## src/inc/sat_pkg.sv

```systemverilog
// How it works
// unsplit: 16-bit count, 0xffff wrap reloads both bytes and sets high flag
// cpu timer enable plus high flag raises the interrupt request
// unsplit: low flag requests interrupt too when low-byte enable is set
// split: two 8-bit counters, each reloading from its own reload byte
// run bit gates whole timer unsplit; split it gates only the high byte
// byte clock: system clock if its select is 1, else /12 or oscillator /8
// high wrap sets high flag, low wrap sets low flag; split high wrap interrupts
// split with low-byte enable: either counter overflow requests interrupt
// flags are only cleared by software, never by hardware
// low flag sets on every low-byte wrap in every mode
// capture every 8 source cycles; source 0 is rtc oscillator, 1 external
// capture copies the 16-bit count into reload bytes and sets high flag
// control bit 4 enables capture mode
// external select 0 picks system clock /12, 1 picks the /8 oscillator clock
// counted /8 clock: external oscillator if source bit 0, rtc if 1
// split: one external select for both bytes, per-byte system clock select
// external oscillator tick is synchronised to the system clock
// software should keep low-byte enable clear in 16-bit mode
// software should capture in 16-bit mode with a fast counting clock
// control layout: flags, low irq en, capture en, split, run, source, ext select
// count bytes read and write the live count; count and reload reset to zero
// clock control bit 5 high select, bit 4 low select; high ignored unsplit
// unsplit: low select clocks the whole counter; high byte moves on carry
// software write sets or clears either flag and requests interrupt likewise
package sat_pkg;
	// ==========================================
	// register addresses
	localparam logic [7:0] SAT_ADDR_CKCTL = 8'h8e;
	localparam logic [7:0] SAT_ADDR_CTRL = 8'hc8;
	localparam logic [7:0] SAT_ADDR_RLL = 8'hca;
	localparam logic [7:0] SAT_ADDR_RLH = 8'hcb;
	localparam logic [7:0] SAT_ADDR_CNTL = 8'hcc;
	localparam logic [7:0] SAT_ADDR_CNTH = 8'hcd;
	// ==========================================
	// field positions in the clock control register
	localparam int SAT_BIT_HI_CLKSEL = 5;
	localparam int SAT_BIT_LO_CLKSEL = 4;
	// ==========================================
	// reset values and counts
	localparam logic [7:0] SAT_CTRL_RST = 8'h00;
	localparam logic [7:0] SAT_BYTE_RST = 8'h00;
	localparam logic [1:0] SAT_CKSEL_RST = 2'h0;
	localparam logic [7:0] SAT_BYTE_MAX = 8'hff;
	localparam logic [3:0] SAT_DIV12_LAST = 4'hb;
	localparam logic [2:0] SAT_DIV8_LAST = 3'h7;
	// ==========================================
	// types
	typedef struct packed {
		logic high_overflow_flag;
		logic low_overflow_flag;
		logic low_byte_irq_enable;
		logic capture_enable;
		logic split_mode;
		logic run_control;
		logic capture_source_select;
		logic external_clock_select;
	} sat_ctrl_t;
	typedef struct packed {
		logic [7:0] addr;
		logic wr;
		logic [7:0] wdata;
	} sat_sfr_req_t;
endpackage : sat_pkg

```

## src/rtl/sat_osc_div8.sv

```systemverilog
`timescale 1ns/100ps
// ==========================================
// oscillator divide by 8, synchronised to the system clock
module sat_osc_div8 (
	input wire logic clk_i,
	input wire logic srst_i,
	input wire logic osc_i,
	output logic tick_o
);
	import sat_pkg::*;
	logic meta_q;
	logic sync_q;
	logic last_q;
	logic [2:0] edge_cnt_q;
	// first stage feeds only the second stage
	always_ff @(posedge clk_i) begin
		if (srst_i) begin
			meta_q <= 1'b0;
			sync_q <= 1'b0;
			last_q <= 1'b0;
		end else begin
			meta_q <= osc_i;
			sync_q <= meta_q;
			last_q <= sync_q;
		end
	end
	// oscillator must run below half the system clock or edges are lost
	always_ff @(posedge clk_i) begin
		if (srst_i) begin
			edge_cnt_q <= 3'h0;
			tick_o <= 1'b0;
		end else begin
			tick_o <= 1'b0;
			if (sync_q && !last_q) begin
				edge_cnt_q <= edge_cnt_q + 3'h1;
				tick_o <= (edge_cnt_q == SAT_DIV8_LAST);
			end
		end
	end
endmodule : sat_osc_div8

```

## src/rtl/sat_timer.sv

```systemverilog
`timescale 1ns/100ps
// ==========================================
// split auto-reload timer with capture
module sat_timer (
	input wire logic clk_i,
	input wire logic srst_i,
	input wire sat_pkg::sat_sfr_req_t sfr_req_i,
	input wire logic cpu_timer_irq_enable_i,
	input wire logic ext_osc_i,
	input wire logic rtc_osc_i,
	output logic [7:0] sfr_rdata_o,
	output logic irq_o
);
	import sat_pkg::*;

	// ==========================================
	// state
	sat_ctrl_t ctrl_q;
	logic [1:0] cksel_q;
	logic [7:0] rl_lo_q;
	logic [7:0] rl_hi_q;
	logic [7:0] cnt_lo_q;
	logic [7:0] cnt_hi_q;
	logic [3:0] div12_q;
	logic tick12_q;
	logic ext_tick;
	logic rtc_tick;

	// ==========================================
	// register decode
	logic wr_ctrl;
	logic wr_cksel;
	logic wr_rll;
	logic wr_rlh;
	logic wr_cntl;
	logic wr_cnth;
	logic wr_cnt;
	assign wr_ctrl = sfr_req_i.wr && (sfr_req_i.addr == SAT_ADDR_CTRL);
	assign wr_cksel = sfr_req_i.wr && (sfr_req_i.addr == SAT_ADDR_CKCTL);
	assign wr_rll = sfr_req_i.wr && (sfr_req_i.addr == SAT_ADDR_RLL);
	assign wr_rlh = sfr_req_i.wr && (sfr_req_i.addr == SAT_ADDR_RLH);
	assign wr_cntl = sfr_req_i.wr && (sfr_req_i.addr == SAT_ADDR_CNTL);
	assign wr_cnth = sfr_req_i.wr && (sfr_req_i.addr == SAT_ADDR_CNTH);
	assign wr_cnt = wr_cntl || wr_cnth;

	// ==========================================
	// clock sources
	sat_osc_div8 u_ext_div8 (
		.clk_i(clk_i),
		.srst_i(srst_i),
		.osc_i(ext_osc_i),
		.tick_o(ext_tick)
	);
	sat_osc_div8 u_rtc_div8 (
		.clk_i(clk_i),
		.srst_i(srst_i),
		.osc_i(rtc_osc_i),
		.tick_o(rtc_tick)
	);

	always_ff @(posedge clk_i) begin
		if (srst_i) begin
			div12_q <= 4'h0;
			tick12_q <= 1'b0;
		end else begin
			div12_q <= (div12_q == SAT_DIV12_LAST) ? 4'h0 : div12_q + 4'h1;
			tick12_q <= (div12_q == SAT_DIV12_LAST);
		end
	end

	logic osc8_tick;
	logic xclk_tick;
	logic lo_tick;
	logic hi_tick;
	logic cap_evt;
	// the counted /8 clock is the opposite oscillator from the captured one
	assign osc8_tick = ctrl_q.capture_source_select ? rtc_tick : ext_tick;
	assign xclk_tick = ctrl_q.external_clock_select ? osc8_tick : tick12_q;
	// one external select serves both bytes, each byte may bypass it
	assign lo_tick = cksel_q[0] ? 1'b1 : xclk_tick;
	assign hi_tick = cksel_q[1] ? 1'b1 : xclk_tick;
	assign cap_evt = ctrl_q.capture_enable &&
		(ctrl_q.capture_source_select ? ext_tick : rtc_tick);

	// ==========================================
	// counting
	logic lo_wrap;
	logic hi_wrap;
	logic lo_step;
	logic hi_step;
	assign lo_step = ctrl_q.split_mode ? lo_tick : (ctrl_q.run_control && lo_tick);
	assign hi_step = ctrl_q.split_mode ? (ctrl_q.run_control && hi_tick) : (lo_step && cnt_lo_q == SAT_BYTE_MAX);
	assign lo_wrap = lo_step && (cnt_lo_q == SAT_BYTE_MAX);
	assign hi_wrap = hi_step && (cnt_hi_q == SAT_BYTE_MAX);

	// a count write takes the whole cycle, so no step lands on a fresh value
	always_ff @(posedge clk_i) begin
		if (srst_i) begin
			cnt_lo_q <= SAT_BYTE_RST;
			cnt_hi_q <= SAT_BYTE_RST;
		end else if (wr_cnt) begin
			if (wr_cntl) begin
				cnt_lo_q <= sfr_req_i.wdata;
			end
			if (wr_cnth) begin
				cnt_hi_q <= sfr_req_i.wdata;
			end
		end else if (ctrl_q.split_mode) begin
			if (lo_wrap) begin
				cnt_lo_q <= rl_lo_q;
			end else if (lo_step) begin
				cnt_lo_q <= cnt_lo_q + 8'h01;
			end
			if (hi_wrap) begin
				cnt_hi_q <= rl_hi_q;
			end else if (hi_step) begin
				cnt_hi_q <= cnt_hi_q + 8'h01;
			end
		end else if (hi_wrap) begin
			cnt_lo_q <= rl_lo_q;
			cnt_hi_q <= rl_hi_q;
		end else if (lo_step) begin
			cnt_lo_q <= cnt_lo_q + 8'h01;
			if (hi_step) begin
				cnt_hi_q <= cnt_hi_q + 8'h01;
			end
		end
	end

	// ==========================================
	// reload bytes; a capture beats a software write in the same cycle
	always_ff @(posedge clk_i) begin
		if (srst_i) begin
			rl_lo_q <= SAT_BYTE_RST;
			rl_hi_q <= SAT_BYTE_RST;
		end else if (cap_evt) begin
			rl_lo_q <= cnt_lo_q;
			rl_hi_q <= cnt_hi_q;
		end else begin
			if (wr_rll) begin
				rl_lo_q <= sfr_req_i.wdata;
			end
			if (wr_rlh) begin
				rl_hi_q <= sfr_req_i.wdata;
			end
		end
	end

	// ==========================================
	// control and clock select
	sat_ctrl_t ctrl_wr;
	assign ctrl_wr = sat_ctrl_t'(sfr_req_i.wdata);
	always_ff @(posedge clk_i) begin
		if (srst_i) begin
			ctrl_q <= sat_ctrl_t'(SAT_CTRL_RST);
		end else begin
			if (wr_ctrl) begin
				ctrl_q <= ctrl_wr;
			end
			// a hardware set wins over a clear written in the same cycle
			if (hi_wrap || cap_evt) begin
				ctrl_q.high_overflow_flag <= 1'b1;
			end
			if (lo_wrap) begin
				ctrl_q.low_overflow_flag <= 1'b1;
			end
		end
	end

	always_ff @(posedge clk_i) begin
		if (srst_i) begin
			cksel_q <= SAT_CKSEL_RST;
		end else if (wr_cksel) begin
			cksel_q <= {sfr_req_i.wdata[SAT_BIT_HI_CLKSEL], sfr_req_i.wdata[SAT_BIT_LO_CLKSEL]};
		end
	end

	// ==========================================
	// interrupt request follows the enabled flags, so it stays until software clears them or an enable drops
	always_ff @(posedge clk_i) begin
		if (srst_i) begin
			irq_o <= 1'b0;
		end else begin
			irq_o <= cpu_timer_irq_enable_i && (ctrl_q.high_overflow_flag ||
				(ctrl_q.low_byte_irq_enable && ctrl_q.low_overflow_flag));
		end
	end

	// ==========================================
	// read data, one cycle after the address; unmapped reads zero
	always_ff @(posedge clk_i) begin
		if (srst_i) begin
			sfr_rdata_o <= 8'h00;
		end else begin
			case (sfr_req_i.addr)
				SAT_ADDR_CTRL: sfr_rdata_o <= ctrl_q;
				SAT_ADDR_CKCTL: begin
					sfr_rdata_o <= 8'h00;
					sfr_rdata_o[SAT_BIT_HI_CLKSEL] <= cksel_q[1];
					sfr_rdata_o[SAT_BIT_LO_CLKSEL] <= cksel_q[0];
				end
				SAT_ADDR_RLL: sfr_rdata_o <= rl_lo_q;
				SAT_ADDR_RLH: sfr_rdata_o <= rl_hi_q;
				SAT_ADDR_CNTL: sfr_rdata_o <= cnt_lo_q;
				SAT_ADDR_CNTH: sfr_rdata_o <= cnt_hi_q;
				default: sfr_rdata_o <= 8'h00;
			endcase
		end
	end

	logic quiet;
	assign quiet = !sfr_req_i.wr;
endmodule : sat_timer

```

## config.mk

```make
export PLATFORM = sky130hd
export DESIGN_NAME = sat_timer
export DESIGN_NICKNAME = d
export VERILOG_FILES = /design/src/inc/sat_pkg.sv /design/src/rtl/sat_osc_div8.sv /design/src/rtl/sat_timer.sv
export SDC_FILE = /design/constraint.sdc
export NUM_CORES = 1
export LEC_CHECK = 0
export BUFFER_PORTS_ARGS = -buffer_cell sky130_fd_sc_hd__clkbuf_2
export CORE_MARGIN = 5
export CORE_UTILIZATION = 64
export DETAILED_ROUTE_END_ITERATION = 12
export PLACE_DENSITY = 0.85
export SLEW_MARGIN = 0
export SYNTH_ARGS = -nofsm -noshare
export SYNTH_HDL_FRONTEND = slang
export SYNTH_SLANG_ARGS = --single-unit
```

## constraint.sdc

```tcl
create_clock -name clk_i -period 3.92 [get_ports clk_i]
set_clock_uncertainty 0.2 [all_clocks]
set_input_delay 0.196 -clock clk_i [delete_from_list [all_inputs] [get_ports clk_i]]
set_output_delay 0.196 -clock clk_i [all_outputs]
set_load 0.01 [all_outputs]
```

## Word level (Yosys, flattened, before mapping)

Cells that the tools add are included.

- Flip-flop bits (word level): 70
- Latch bits: 0
- RAM bits: 0
- ROM bits: 0
- Input bits: 22
- Output and inout bits: 9
- Memories: 0

- Add/subtract/negate cells: 5
- $mul: 0
- Div/mod/pow operators: 0
- Order comparisons: 0
- Equal/unequal tests: 13
- Shifts and indexed selects: 0
- Muxes and demuxes: 28
- Bitwise gates (word level): 2
- Reduce and logical (&&, ||, !) cells: 29

Operators with widths:

| operator | count |
|---|---|
| 2-to-1 mux 8 bit | 18 |
| equality test 8 bit (second input constant) | 8 |
| one-hot mux 8 bit (6 select lines) | 1 |
| adder 8 x 1 -> 8 bit (second input constant) | 2 |
| logical AND 1 bit | 15 |
| 2-to-1 mux 1 bit | 9 |
| nonzero test 2 bit | 4 |
| adder 3 x 1 -> 3 bit (second input constant) | 2 |
| equality test 3 bit (second input constant) | 2 |
| OR reduction 2 bit | 3 |
| adder 4 x 1 -> 4 bit (second input constant) | 1 |
| equality test 4 bit (second input constant) | 1 |
| inequality test 2 bit (second input constant) | 2 |
| nonzero test 4 bit | 1 |
| logical OR 1 bit | 3 |
| logical NOT 1 bit | 2 |
| inverter 1 bit | 2 |
| AND reduction 2 bit | 1 |

## Depth between registers and ports, before layout

- Depth after elaboration: 12
- Gate-level depth with buffers: 8
- Depth with buffers taken out: 6

## By module

From an unflattened synthesis, not the netlist that was laid out.

- Cells, all modules: 429
- Area, all modules: 3857.4 µm²

By module, submodules not included:

| module | instances | cells an instance | area each (µm²) |
|---|---|---|---|
| sat_timer | 1 | 383 | 3276.9 |
| sat_osc_div8 | 2 | 23 | 290.3 |

## Least setup slack after synthesis

Ideal clock, no wire load.

- Path kind: flip-flop to flip-flop
- Start: reg cnt_hi_q[1]
- End: reg cnt_hi_q[1]
- Setup time: 0.127 ns
- Arrival time: 1.671 ns
- Slack: 1.921 ns
- Cell stages (with the launch flop): 8
- Buffers on the path: 1
- Cell sequence: dfxtp_1 > ha_1 > and4_1 > buf_6 > nand4_1 > and3_1 > o311ai_1 > o21ai_1

- Longest elaborated chain between the ends: 6
- Elaborated cells on any way between the ends: 11
- Those cells by class: add/sub: 1; eq/ne: 1; mux: 6; reduce/logical: 3

RTL lines:

| what | line | text |
|---|---|---|
| start: declaration | sat_timer.sv:23 | `logic [7:0] cnt_hi_q;` |
| start signal: assignment | sat_timer.sv:106 | `cnt_hi_q <= sfr_req_i.wdata;` |
| start signal: assignment | sat_timer.sv:115 | `cnt_hi_q <= rl_hi_q;` |
| start signal: assignment | sat_timer.sv:117 | `cnt_hi_q <= cnt_hi_q + 8'h01;` |
| adder 8 x 1 -> 8 bit | sat_timer.sv:117, sat_timer.sv:125 |  |
| 2-to-1 mux 8 bit | sat_timer.sv:116, sat_timer.sv:124 |  |
| 2-to-1 mux 8 bit | sat_timer.sv:122 | `end else if (lo_step) begin` |
| 2-to-1 mux 8 bit | sat_timer.sv:119 | `end else if (hi_wrap) begin` |
| 2-to-1 mux 8 bit | sat_timer.sv:108 | `end else if (ctrl_q.split_mode) begin` |
| 2-to-1 mux 8 bit | sat_timer.sv:101 | `end else if (wr_cnt) begin` |

Parallel ways exist; a longest one is shown, timed or not. The select of a mux whose other input is x is not followed.
A chain may end at the register's enable or synchronous reset.

## Final worst setup path

- Start: reg ctrl_q[3] (netlist bit)
- End: reg cnt_hi_q[2]

- Longest elaborated chain between the ends: 8
- Elaborated cells on any way between the ends: 12
- Those cells by class: mux: 8; reduce/logical: 4

RTL lines:

| what | line | text |
|---|---|---|
| start: declaration | sat_timer.sv:18 | `sat_ctrl_t ctrl_q;` |
| start signal: assignment | sat_timer.sv:155 | `ctrl_q <= sat_ctrl_t'(SAT_CTRL_RST);` |
| start signal: assignment | sat_timer.sv:158 | `ctrl_q <= ctrl_wr;` |
| 2-to-1 mux 1 bit | sat_timer.sv:91 | `assign lo_step = ctrl_q.split_mode ? lo_tick : (ctrl_q.run_control && lo_tick);` |
| logical AND 1 bit | sat_timer.sv:92 | `assign hi_step = ctrl_q.split_mode ? (ctrl_q.run_control && hi_tick) : (lo_step && cnt_lo_q == SAT_BYTE_MAX);` |
| 2-to-1 mux 1 bit | sat_timer.sv:92 |  |
| 2-to-1 mux 8 bit (2 in series) | - |  |
| 2-to-1 mux 8 bit | sat_timer.sv:119 |  |
| 2-to-1 mux 8 bit | sat_timer.sv:108 |  |
| 2-to-1 mux 8 bit | sat_timer.sv:101 |  |
| end signal: assignment | sat_timer.sv:106 |  |
| end signal: assignment | sat_timer.sv:117 |  |
| end signal: assignment | sat_timer.sv:121 | `cnt_hi_q <= rl_hi_q;` |

Parallel ways exist; a longest one is shown, timed or not. The select of a mux whose other input is x is not followed.

==> results_dict.tcl <==
set metrics [dict create \
    post-cts-setup-buffer-count 0 \
    max_slew.worst_pin.slew_ns 1.09 \
    synth_fp_nets 469 \
    place_hpwl_um 6690 \
    ys_top_cells_by_count "dfxtp_1 (70), nand2_1 (56), nor2_1 (50), nand3_1 (29), mux2i_1 (24)" \
    rsz0062_at_grt "false" \
    synth-seq-cells 70 \
    first_pass_iters 7 \
    end_kind "register" \
    via_per_inst 6.46 \
    startpoint_type "register" \
    grt_util_all_layers_pct 28.5 \
    ys_warn_count 0 \
    place_area_um2 3820 \
    wirelength_um 9880 \
    cts_root_buffer "clkbuf_8" \
    cts_hold_buf 10 \
    synth_edf_count 0 \
    clock_latency_ns 0.37 \
    num-nets-final 494 \
    peakVddDrop_mv 0.347 \
    drt-initial-drc-count 416 \
    htree_levels 3 \
    layout_min_cycle_time_ns 2.72 \
    io_pins 31 \
    synth_area_leaders "dfxtp_1 (37%), mux2i_1 (6.4%), nand2_1 (5.6%), nor2_1 (5.0%), a311oi_1 (4.7%)" \
    clock_path_buffers 2 \
    antenna_left 0 \
    cap_violations 0 \
    pre_cts_ws_ns 1.29 \
    yosysMostFrequentCell "dfxtp_1" \
    cts_num_sinks 70 \
    cts.clk_slew.worst_paths_ns 0.08 \
    synth.avg_cell_area_um2 8.51 \
    syn_inst 440 \
    grt_antenna_before_repair 0 \
    hold_viol 0 \
    die_h_um 86.5 \
    dieWidth_um 86.5 \
    fillerInstances 435 \
    tritoncts "yes" \
    core_region_area_um2 5610 \
    area_growth_pct 11.5 \
    placementRows 27 \
    ys_seq_area_share_pct 37.4 \
    grt_max_degree 47 \
    syn_area_um2 3740 \
    die_area_um2 7480 \
    relSlewSlack_pct 27.0 \
    synth.largest_area_cell "dfxtp_1" \
    grt_pass1_vias 3410 \
    setup_slack_ns 1.20 \
    drt-wirelength-per-cell_um 18.2 \
    cp.required_ns 4.00 \
    worstPathMaxFanout 16 \
    fin_tns_setup_ns 0 \
    drive_gt1_share_pct 14.0 \
    grt-ovfl-total 0 \
    gp_congestion 0.934 \
    leakage_nw 1.63 \
    vias 3502 \
    criticalPathCategory "reg -> reg" \
    status "completed" \
    yosys.cell_types.count 63 \
    ys_async_sr_fraction_pct 0 \
    worstHoldPathType "in -> reg" \
    fin_area_um2 4180 \
    drcViolationCount 0 \
    synthFlopType "dfxtp_1" \
    cts_resized 0 \
    arrival_ns 2.80 \
    cts_buffers 9 \
    fmax_mhz 367 \
    initial_core_util_pct 66.8 \
    finalCritPeriodShare_pct 69.5 \
    grt_pass1_wl_um 16800 \
    drv_slew 0 \
    io_buffers 30 \
    yosysTopAreaCellShare_pct 37.4 \
    setup_viol 0 \
    power_density_nw_per_um2 368 \
    num_antenna_cells 0 \
]
-- sequential cells by signal, summed over array words and instances (netlist names), 2 cells and up --
signal and count:
cksel_q 2, cnt_hi_q 8, cnt_lo_q 8, ctrl_q 8, div12_q 4, rl_hi_q 8, rl_lo_q 8, sfr_rdata_o 8
u_ext_div8.edge_cnt_q 3, u_rtc_div8.edge_cnt_q 3
-- layer usage --
metal / vias up / part of all wire, % / global-route usage (%)
met5: - / 0 / 0
met4: 0 / 3.5 / 13.9
met3: 33 / 9.2 / 6.56
met2: 202 / 46 / 45.8
met1: 1606 / 41 / 36.0
li1: 1661 / - / -
-- critical path, cell delays in order (launching register included) --
cell,delay [ns]
dfxtp_1,0.60
o32ai_1,0.24
a21oi_4,0.36
a31oi_2,0.17
o31ai_4,0.59
o21ai_1,0.18
a221oi_2,0.30
-- power by group --
part           switching (W)  internal, W  total [W]
registers         0.00000491     0.000718   0.000723
logic              0.0000456    0.0000301  0.0000757
clock network       0.000295     0.000445   0.000740
total               0.000345      0.00119    0.00154
-- logic make-up after synthesis --
logic type / Yosys count / share of synthesized area, %
compound gates: 106 / 20.9
buf+inv: 38 / 5.88
flops: 70 / 37.4
mux: 25 / 6.72
xor+xnor: 11 / 2.57
fa+ha+maj: 7 / 2.34
simple gates: 183 / 24.1
-- per-stage QoR --
| stage | power, W | cells | hold slack [ns] | util [%] |
|---|---|---|---|---|
| after floorplan | 0.000781 | 440 | 0.0753 | - |
| after global placement | 0.000803 | 516 | 0.212 | 68.1 |
| after detailed placement | 0.000805 | 516 | 0.214 | 68.1 |
| after CTS | 0.00154 | 542 | 0.0162 | 74.5 |
| after global routing | 0.00159 | 542 | 0.0254 | 74.5 |
| final | 0.00154 | 542 | 0.0344 | 74.5 |
-- final timing paths --
| path | startpoint | slack (ns) | to | cells past startpoint |
|---|---|---|---|---|
| worst min-delay path | sfr_req_i[5] | 0.03 | cksel_q[1] | 3 |
| worst max-delay path | ctrl_q[3] | 1.20 | cnt_hi_q[2] | 6 |
| worst max register to register | ctrl_q[3] | 1.20 | cnt_hi_q[2] | 6 |
| worst min register to register | u_rtc_div8.meta_q | 0.24 | u_rtc_div8.sync_q | 1 |
-- area by class of cell --
| type | count | area, µm² | share of cell area, % |
|---|---|---|---|
| multi-input cells | 332 | 2120 | 50.9 |
| flip-flops and latches | 70 | 1400 | 33.6 |
| repair buffers | 43 | 273 | 6.53 |
| clock buffers | 10 | 138 | 3.30 |
| clock inverters | 6 | 116 | 2.79 |
| well taps | 72 | 90.1 | 2.16 |
| inverters | 9 | 33.8 | 0.809 |
-- layout by cell type (no fill, tap or decap), types with 4 or more instances in the layout --
| cell type | Yosys | final |
|---|---|---|
| and2_1 | 4 | 4 |
| nor2_1 | 50 | 50 |
| dfxtp_1 | 70 | 70 |
| xnor2_1 | 7 | 7 |
| nand2_1 | 56 | 56 |
| a21oi_1 | 19 | 19 |
| nor2b_1 | 11 | 11 |
| o211ai_1 | 6 | 6 |
| inv_1 | 9 | 9 |
| a22oi_1 | 6 | 6 |
| nand3_1 | 29 | 29 |
| xor2_1 | 4 | 4 |
| clkbuf_2 | 0 | 30 |
| a311oi_1 | 20 | 20 |
| a31oi_1 | 9 | 9 |
| o21ai_0 | 15 | 15 |
| a211oi_1 | 8 | 8 |
| mux2i_1 | 24 | 24 |
| dlygate4sd3_1 | 0 | 10 |
| nand4_1 | 5 | 5 |
| ha_1 | 7 | 7 |
| clkbuf_8 | 2 | 10 |
No activity file was read; power rests on OpenSTA's default activity.
